`src/wdt_pkg.sv`:
```
// constants for the timer/watchdog register block
package wdt_pkg;
  localparam logic [7:0] ADDR_EXT_VECTOR = 8'hf6;
  localparam logic [7:0] ADDR_COUNT_HI = 8'hf8;
  localparam logic [7:0] ADDR_COUNT_LO = 8'hf9;
  localparam logic [7:0] ADDR_PRESCALE = 8'hfa;
  localparam logic [7:0] ADDR_CONTROL = 8'hfb;
  localparam logic [7:0] ADDR_WAIT = 8'hfc;
  localparam logic [7:0] RST_COUNT = 8'hff;
  localparam logic [7:0] RST_PRESCALE = 8'hff;
  localparam logic [7:0] RST_CONTROL = 8'h12;
  localparam logic [7:0] RST_WAIT = 8'h7f;
  localparam logic [7:0] RST_EXT_VECTOR = 8'h06;
  localparam logic [7:0] KEY_FIRST = 8'haa;
  localparam logic [7:0] KEY_SECOND = 8'h55;
  localparam int BIT_RUN = 7;
  localparam int BIT_SINGLE = 6;
  localparam int BIT_MODE_HI = 5;
  localparam int BIT_MODE_LO = 4;
  localparam int BIT_INPUT_EN = 3;
  localparam int BIT_OUT_MODE = 2;
  localparam int BIT_WRITE_OUT = 1;
  localparam int BIT_OUT_EN = 0;
  localparam int BIT_GUARD_EN_N = 6;
  localparam int BIT_TOP_SEL = 2;
  localparam int BIT_A0_SEL = 1;
  localparam int BIT_GUARD_FLAG = 6;
  localparam int CLK_DIV = 4;
  localparam logic [1:0] MODE_EVENT = 2'b00;
  localparam logic [1:0] MODE_GATED = 2'b01;
  localparam logic [1:0] MODE_TRIG = 2'b10;
  localparam logic [1:0] MODE_RETRIG = 2'b11;
  typedef enum logic [1:0] {KEY_IDLE, KEY_ARMED} key_state_t;
endpackage : wdt_pkg
```
`src/timer_watchdog_regs_irq.sv`:
```
// timer/watchdog counter, registers and interrupt/reset routing
`timescale 1ns/1ps
module timer_watchdog_regs_irq
  import wdt_pkg::*;
#(
  parameter int COUNT_W = 16
) (
  input wire logic clk,
  input wire logic rst,
  input wire logic [7:0] reg_addr,
  input wire logic reg_wr,
  input wire logic reg_rd,
  input wire logic [7:0] reg_wdata,
  output logic [7:0] reg_rdata,
  input wire logic timer_in_pin,
  input wire logic nmi_pin,
  input wire logic ext_int_pin,
  input wire logic hw_guard_select_pin,
  input wire logic top_pend_set,
  input wire logic a0_pend_set,
  output logic top_level_request,
  output logic chan_a0_request,
  output logic system_reset_req,
  output logic guard_reset_flag,
  output logic timer_out_pin
);
  logic [7:0] hi_reg, hi_next, lo_reg, lo_next, pre_reg, pre_next, ctl_reg, ctl_next;
  logic [7:0] evr_reg, evr_next;
  logic gen_n_reg, gen_n_next, hw_reg, hw_next, strap_reg, strap_next;
  logic [COUNT_W-1:0] cnt_reg, cnt_next;
  logic [7:0] pcnt_reg, pcnt_next;
  logic [1:0] div_reg, div_next;
  logic pin_reg, pin_next, trig_reg, trig_next, out_reg, out_next;
  logic top_reg, top_next, a0_reg, a0_next, srst_reg, srst_next, flag_reg, flag_next;
  logic [7:0] rd_reg, rd_next;
  key_state_t key_reg, key_next;
  logic guard, tick4, fall, src_tick, running, pre_wrap, eoc;
  logic [1:0] mode;

  function automatic logic [7:0] read_mux(input logic [7:0] a);
    unique case (a)
      ADDR_EXT_VECTOR: read_mux = {5'h0, evr_reg[BIT_TOP_SEL], evr_reg[BIT_A0_SEL], 1'b0};
      ADDR_COUNT_HI: read_mux = cnt_reg[15:8];
      ADDR_COUNT_LO: read_mux = cnt_reg[7:0];
      ADDR_PRESCALE: read_mux = pre_reg;
      ADDR_CONTROL: read_mux = ctl_reg;
      ADDR_WAIT: read_mux = {1'b0, gen_n_reg, 6'h3f};
      default: read_mux = 8'h00;
    endcase
  endfunction : read_mux

  always_comb begin
    guard = hw_reg | ~gen_n_reg;
    tick4 = (div_reg == 2'(CLK_DIV - 1));
    fall = pin_reg & ~timer_in_pin;
    mode = ctl_reg[BIT_MODE_HI:BIT_MODE_LO];
    // watchdog ignores run, single and input mode bits
    if (guard) begin
      running = 1'b1;
      src_tick = tick4;
    end else if (!ctl_reg[BIT_RUN]) begin
      running = 1'b0;
      src_tick = 1'b0;
    end else if (!ctl_reg[BIT_INPUT_EN]) begin
      running = 1'b1;
      src_tick = tick4;
    end else begin
      unique case (mode)
        MODE_EVENT: begin
          running = 1'b1;
          src_tick = fall;
        end
        MODE_GATED: begin
          running = timer_in_pin;
          src_tick = tick4 & timer_in_pin;
        end
        MODE_TRIG: begin
          running = trig_reg;
          src_tick = tick4 & trig_reg;
        end
        MODE_RETRIG: begin
          running = 1'b1;
          src_tick = tick4;
        end
      endcase
    end
    pre_wrap = src_tick && (pcnt_reg == 8'h00);
    eoc = pre_wrap && running && (cnt_reg == '0);
  end

  always_comb begin
    hi_next = hi_reg;
    lo_next = lo_reg;
    pre_next = pre_reg;
    ctl_next = ctl_reg;
    evr_next = evr_reg;
    gen_n_next = gen_n_reg;
    hw_next = hw_reg;
    strap_next = 1'b0;
    cnt_next = cnt_reg;
    pcnt_next = pcnt_reg;
    div_next = tick4 ? 2'h0 : div_reg + 2'h1;
    pin_next = timer_in_pin;
    trig_next = trig_reg;
    out_next = out_reg;
    key_next = key_reg;
    flag_next = flag_reg;
    srst_next = 1'b0;
    top_next = 1'b0;
    a0_next = 1'b0;
    rd_next = reg_rd ? read_mux(reg_addr) : rd_reg;
    // hardware guard strap caught once, just after reset release
    if (strap_reg) begin
      hw_next = ~hw_guard_select_pin;
    end
    if (!ctl_reg[BIT_RUN]) begin
      trig_next = 1'b0;
    end else if (fall) begin
      trig_next = 1'b1;
    end
    if (src_tick && running) begin
      pcnt_next = (pcnt_reg == 8'h00) ? pre_reg : pcnt_reg - 8'h01;
      if (pre_wrap) begin
        cnt_next = (cnt_reg == '0) ? {hi_reg, lo_reg} : cnt_reg - COUNT_W'(1);
      end
    end
    if (!guard && ctl_reg[BIT_RUN] && ctl_reg[BIT_INPUT_EN] && mode == MODE_RETRIG && fall) begin
      cnt_next = {hi_reg, lo_reg};
      pcnt_next = pre_reg;
    end
    if (eoc) begin
      if (guard) begin
        srst_next = 1'b1;
        flag_next = 1'b1;
      end else begin
        if (ctl_reg[BIT_SINGLE]) begin
          ctl_next[BIT_RUN] = 1'b0;
        end
        if (ctl_reg[BIT_OUT_EN]) begin
          out_next = ctl_reg[BIT_OUT_MODE] ? ctl_reg[BIT_WRITE_OUT] : ~out_reg;
        end
        a0_next = ~evr_reg[BIT_A0_SEL];
        top_next = ~evr_reg[BIT_TOP_SEL] & evr_reg[BIT_A0_SEL];
      end
    end
    // watchdog mode: count-routed channels only fire as software traps
    if (guard) begin
      if (!evr_reg[BIT_A0_SEL]) a0_next = a0_pend_set;
      if (!evr_reg[BIT_TOP_SEL]) top_next = top_pend_set & evr_reg[BIT_A0_SEL];
    end
    if (evr_reg[BIT_A0_SEL] && ext_int_pin) a0_next = 1'b1;
    if (evr_reg[BIT_TOP_SEL] && nmi_pin) top_next = 1'b1;
    if (!ctl_reg[BIT_OUT_EN]) begin
      out_next = 1'b1;
    end
    if (reg_wr) begin
      unique case (reg_addr)
        ADDR_EXT_VECTOR: begin
          evr_next = reg_wdata;
        end
        ADDR_COUNT_HI: begin
          if (!guard) begin
            hi_next = reg_wdata;
            if (!ctl_reg[BIT_RUN]) cnt_next[15:8] = reg_wdata;
          end
        end
        ADDR_COUNT_LO: begin
          if (guard) begin
            if (reg_wdata == KEY_FIRST) begin
              key_next = KEY_ARMED;
            end else if (reg_wdata == KEY_SECOND && key_reg == KEY_ARMED) begin
              key_next = KEY_IDLE;
              cnt_next = {hi_reg, lo_reg};
              pcnt_next = pre_reg;
              srst_next = 1'b0;
              flag_next = flag_reg;
            end else begin
              key_next = KEY_IDLE;
            end
          end else begin
            lo_next = reg_wdata;
            if (!ctl_reg[BIT_RUN]) cnt_next[7:0] = reg_wdata;
          end
        end
        ADDR_PRESCALE: begin
          // new ratio applies at once, not after the old one runs out
          pre_next = reg_wdata;
          pcnt_next = reg_wdata;
        end
        ADDR_CONTROL: begin
          // a single-mode stop in this cycle is overridden by a restart write
          ctl_next = reg_wdata;
        end
        ADDR_WAIT: begin
          if (!reg_wdata[BIT_GUARD_EN_N]) gen_n_next = 1'b0;
        end
        default: begin
        end
      endcase
    end
  end

  always_ff @(posedge clk or posedge rst) begin
    if (rst) begin
      hi_reg <= RST_COUNT;
      lo_reg <= RST_COUNT;
      pre_reg <= RST_PRESCALE;
      ctl_reg <= RST_CONTROL;
      evr_reg <= RST_EXT_VECTOR;
      gen_n_reg <= RST_WAIT[BIT_GUARD_EN_N];
      hw_reg <= 1'b0;
      strap_reg <= 1'b1;
      cnt_reg <= {RST_COUNT, RST_COUNT};
      pcnt_reg <= RST_PRESCALE;
      div_reg <= 2'h0;
      pin_reg <= 1'b1;
      trig_reg <= 1'b0;
      out_reg <= 1'b1;
      key_reg <= KEY_IDLE;
      flag_reg <= 1'b0;
      srst_reg <= 1'b0;
      top_reg <= 1'b0;
      a0_reg <= 1'b0;
      rd_reg <= 8'h00;
    end else begin
      hi_reg <= hi_next;
      lo_reg <= lo_next;
      pre_reg <= pre_next;
      ctl_reg <= ctl_next;
      evr_reg <= evr_next;
      gen_n_reg <= gen_n_next;
      hw_reg <= hw_next;
      strap_reg <= strap_next;
      cnt_reg <= cnt_next;
      pcnt_reg <= pcnt_next;
      div_reg <= div_next;
      pin_reg <= pin_next;
      trig_reg <= trig_next;
      out_reg <= out_next;
      key_reg <= key_next;
      flag_reg <= flag_next;
      srst_reg <= srst_next;
      top_reg <= top_next;
      a0_reg <= a0_next;
      rd_reg <= rd_next;
    end
  end

  always_comb begin
    reg_rdata = rd_reg;
    top_level_request = top_reg;
    chan_a0_request = a0_reg;
    system_reset_req = srst_reg;
    guard_reset_flag = flag_reg;
    timer_out_pin = out_reg;
  end
endmodule : timer_watchdog_regs_irq

```
`config.mk`:
```
export PLATFORM = sky130hd
export DESIGN_NAME = timer_watchdog_regs_irq
export DESIGN_NICKNAME = d
export VERILOG_FILES = /design/src/wdt_pkg.sv /design/src/timer_watchdog_regs_irq.sv
export SDC_FILE = /design/constraint.sdc
export NUM_CORES = 1
export LEC_CHECK = 0
export BUFFER_PORTS_ARGS = -buffer_cell sky130_fd_sc_hd__buf_2
export CAP_MARGIN = 20
export CORE_MARGIN = 2
export CORE_UTILIZATION = 40
export CTS_CLUSTER_DIAMETER = 40
export CTS_CLUSTER_SIZE = 14
export DETAILED_ROUTE_END_ITERATION = 12
export PLACE_DENSITY = 0.68
export SETUP_SLACK_MARGIN = 0.3
export SLEW_MARGIN = 20
export SYNTH_ARGS = -nofsm -noshare
export SYNTH_HDL_FRONTEND = slang
export SYNTH_SLANG_ARGS = --single-unit
```
`constraint.sdc`:
```
create_clock -name clk -period 2.21 [get_ports clk]
set_input_delay 0.3315 -clock clk [delete_from_list [all_inputs] [get_ports clk]]
set_output_delay 0.3315 -clock clk [all_outputs]
set_load 0.1 [all_outputs]
```
==> impl_metrics.sql <==
INSERT INTO impl_metrics (metric_group, metric, value, unit) VALUES
('critical_path', 'startpoint_class', 'flip-flop', ''),
('timing', 'finalSetupViolCount', '7', ''),
('clock_tree', 'clock_tree_from_tritoncts', 'built', ''),
('die', 'die-width', '116', 'um'),
('clock_tree', 'cts.htree.levels', '3', ''),
('logic_synthesis', 'async_flop_share', '100', '%'),
('finish', 'largest_register_ffs', '16', ''),
('critical_path', 'critPathTopFamily', 'compound AO/OA/AOI/OAI gates', ''),
('timing', 'max_slew_margin', '55.3', '%'),
('outcome', 'run_status', 'finished, violations left', ''),
('timing', 'final.setup_skew', '0.00569', 'ns'),
('finish', 'layout_nets', '648', ''),
('clock_tree', 'clk_path_buf_depth', '2', ''),
('finish', 'mostFrequentLayoutCell', 'buf_4', ''),
('clock_tree', 'worst_skew_pair.late_latency', '0.35', 'ns'),
('logic_synthesis', 'synthesis.instances', '499', ''),
('logic_synthesis', 'synth.net_count', '534', ''),
('die', 'number_of_core_rows', '40', ''),
('min_path', 'worstHoldPathType', 'in -> async', ''),
('critical_path', 'crit_path_frequent_cell', 'buf_4', ''),
('detailed_routing', 'detailedRoute.firstIterationViolations', '447', ''),
('detailed_routing', 'drtPass1Iterations', '5', ''),
('logic_synthesis', 'netlist_area', '5030', 'um^2'),
('logic_synthesis', 'synthTopCellsByArea', 'dfstp_2, dfrtp_1, mux2_2', ''),
('detailed_routing', 'drc', '0', ''),
('timing', 'hold_violations', '0', ''),
('global_routing', 'grt_antenna_before_repair', '2', ''),
('global_routing', 'grt.overflow.total', '0', ''),
('critical_path', 'highest_net_fanout_along_the_worst_path', '8', ''),
('timing', 'final_min_period_over_clock_period', '101', '%'),
('detailed_routing', 'vias', '4784', ''),
('logic_synthesis', 'synth_ff_type', 'dfstp_2', ''),
('global_routing', 'number_of_global_route_vias_before_repair', '4873', ''),
('detailed_routing', 'post_drt_via_cell_ratio', '6.08', ''),
('critical_path', 'type_of_the_worst_setup_path', 'reg -> reg', ''),
('global_routing', 'total_routing_resource_utilization_after_global_routing', '26.9', '%'),
('logic_synthesis', 'postSynthAreaPerCell', '10.1', 'um^2'),
('timing', 'finalWorstSetupSlack', '-0.0274', 'ns'),
('placed_design', 'detailed_placement_hpwl', '12300', 'um'),
('finish', 'most-common-layout-cells', 'buf_4, dfstp_2, nand2_1, buf_2, nor2_1', ''),
('pwr', 'vdd_drop_max', '346', 'uV'),
('placed_design', 'port-buffer-count', '38', ''),
('logic_synthesis', 'synthesis.yosys.warnings', '0', ''),
('pwr', 'totalPowerFinal', '4.61', 'mW'),
('critical_path', 'arrival', '2.51', 'ns'),
('clock_tree', 'clock_sinks', '79', ''),
('global_routing', 'grt_start_max_net_pins', '32', ''),
('die', 'die-height', '116', 'um'),
('logic_synthesis', 'synth_top_area_cell', 'dfstp_2', ''),
('placed_design', 'placement.cell_area', '6000', 'um^2'),
('placed_design', 'finalWeightedCongestion', '0.932', ''),
('finish', 'post_route_cells_drive_above_1_share', '52.3', '%'),
('logic_synthesis', 'synth_sequential_area_ratio', '40.7', '%'),
('clock_tree', 'root_buffer', 'clkbuf_16', ''),
('logic_synthesis', 'yosys_register_bits', '79', ''),
('finish', 'post_route_design_area', '6860', 'um^2'),
('timing', 'setup_repair_after_global_routing_missed_its_margin', 'yes', ''),
('critical_path', 'worstPathBufferInverterCount', '3', ''),
('die', 'floorplan.initialDensity', '41.4', '%'),
('critical_path', 'crit_chain', 'ha_2 -> buf_4 -> buf_4 -> nor3_4 -> o31a_4 -> buf_4 -> o41ai_4 -> o41ai_2 -> o21ai_1', ''),
('timing', 'timing.final.max_slew_violations', '0', ''),
('timing', 'highest_achievable_clock_rate', '447', 'MHz'),
('logic_synthesis', 'synth_edf_count', '0', ''),
('die', 'ioPinCount', '39', ''),
('detailed_routing', 'drt-wirelength-per-cell', '21.8', 'um'),
('outcome', 'failing_checks', 'negative setup slack', ''),
('die', 'die-area', '13500', 'um^2'),
('logic_synthesis', 'netlist.area_leader.share', '29.2', '%'),
('job', 'drv.max_cap_violation_count', '0', ''),
('detailed_routing', 'number_of_antenna_violating_nets_in_the_routed_design', '0', ''),
('global_routing', 'grt_first_pass_wirelength', '27000', 'um');
-- logic make-up after synthesis --
kind of cell / synth area share [%]
AOI/OAI and AO/OA: 21.3
xor gates and xnor gates: 1.04
adders and majority gates: 2.24
buffers and inverters: 4.50
DFF: 40.7
muxes: 9.32
other: 0.0745
and+or+nand+nor: 20.9
-- cell usage after synthesis, drive strengths merged (3+ instances only) --
| cell type | n |
|---|---|
| nor2 | 29 |
| o21ai | 38 |
| o22ai | 3 |
| nand4 | 12 |
| o221ai | 4 |
| o31ai | 9 |
| and4 | 4 |
| nand3b | 3 |
| nand2 | 52 |
| dfrtp | 23 |
| a211oi | 5 |
| xor2 | 4 |
| inv | 17 |
| nand2b | 6 |
| mux4 | 8 |
| a22oi | 16 |
| mux2 | 23 |
| nor4 | 17 |
| a32oi | 4 |
| o211ai | 5 |
| dfstp | 56 |
| or2 | 3 |
| nor3 | 13 |
| buf | 15 |
| or4 | 3 |
| clkbuf | 14 |
| and2 | 3 |
| mux2i | 3 |
| a21oi | 27 |
| nor2b | 5 |
| o41ai | 3 |
| and3 | 5 |
| a31oi | 13 |
| ha | 9 |
| nand3 | 9 |
-- metal layers --
layer	GRT usage, %	routed length [um]	vias to the layer above
met4	16.3	922	2
met1	35.4	7240	2341
li1	-	-	2145
met5	0	10	-
met3	5.76	1360	70
met2	40.6	7650	226
-- power by group --
part	internal (mW)	total, mW	leakage [nW]	switching [mW]
clock network	0.964	1.56	0.156	0.595
logic	0.491	1.21	1.71	0.714
registers	1.67	1.84	0.871	0.176
total	3.12	4.61	2.74	1.49
-- final timing paths --
check                                         start         endpoint  slack, ns  cells past startpoint
worst max-delay path                     ctl_reg[4]       cnt_reg[8]      -0.03                      9
worst min-delay path                            rst  chan_a0_request       0.05                      2
worst max register to register           ctl_reg[4]       cnt_reg[8]      -0.03                      9
worst min register to register           div_reg[0]       div_reg[0]       0.44                      1
max in group asynchronous                       rst       cnt_reg[4]       1.53                      3
min in group clk                hw_guard_select_pin           hw_reg       0.15                      2
-- layout make-up --
| cell class | count | area, um^2 | area share (%) |
|---|---|---|---|
| tap | 168 | 210 | 3.06 |
| inverter | 17 | 70.1 | 1.02 |
| antenna | 1 | 2.50 | 0.0365 |
| timing repair buffer | 131 | 978 | 14.3 |
| multi-input combinational | 375 | 3240 | 47.2 |
| sequential | 79 | 2050 | 29.9 |
| clock inverter | 3 | 40.0 | 0.584 |
| clock buffer | 13 | 270 | 3.94 |
-- timing repair --
item | in CTS | in global routing
endpoints found under the setup margin | 30 | 30
hold buffers | 0 | 0
gates cloned | 1 | 0
hold endpoints to repair | 0 | 0
gates resized for setup | 51 | 33
setup buffers | 5 | 7
pin swaps | 43 | 19
-- through the flow --
| step | utilization [%] | worst slack [ns] | instances | TNS [ns] | hold WS [ns] |
|---|---|---|---|---|---|
| after floorplan | - | 0.0240 | 499 | 0 | 0.336 |
| after global placement | 49.3 | -0.0218 | 757 | -0.0247 | 0.414 |
| after detailed placement | 49.3 | -0.0724 | 757 | -0.333 | 0.427 |
| after CTS | 54.4 | -0.0225 | 779 | -0.121 | 0.0648 |
| after global routing | 56.4 | -0.113 | 786 | -1.80 | 0.104 |
| final | 56.4 | -0.0274 | 787 | -0.115 | 0.0548 |
Note: power is estimated with default switching activity, not from simulation.
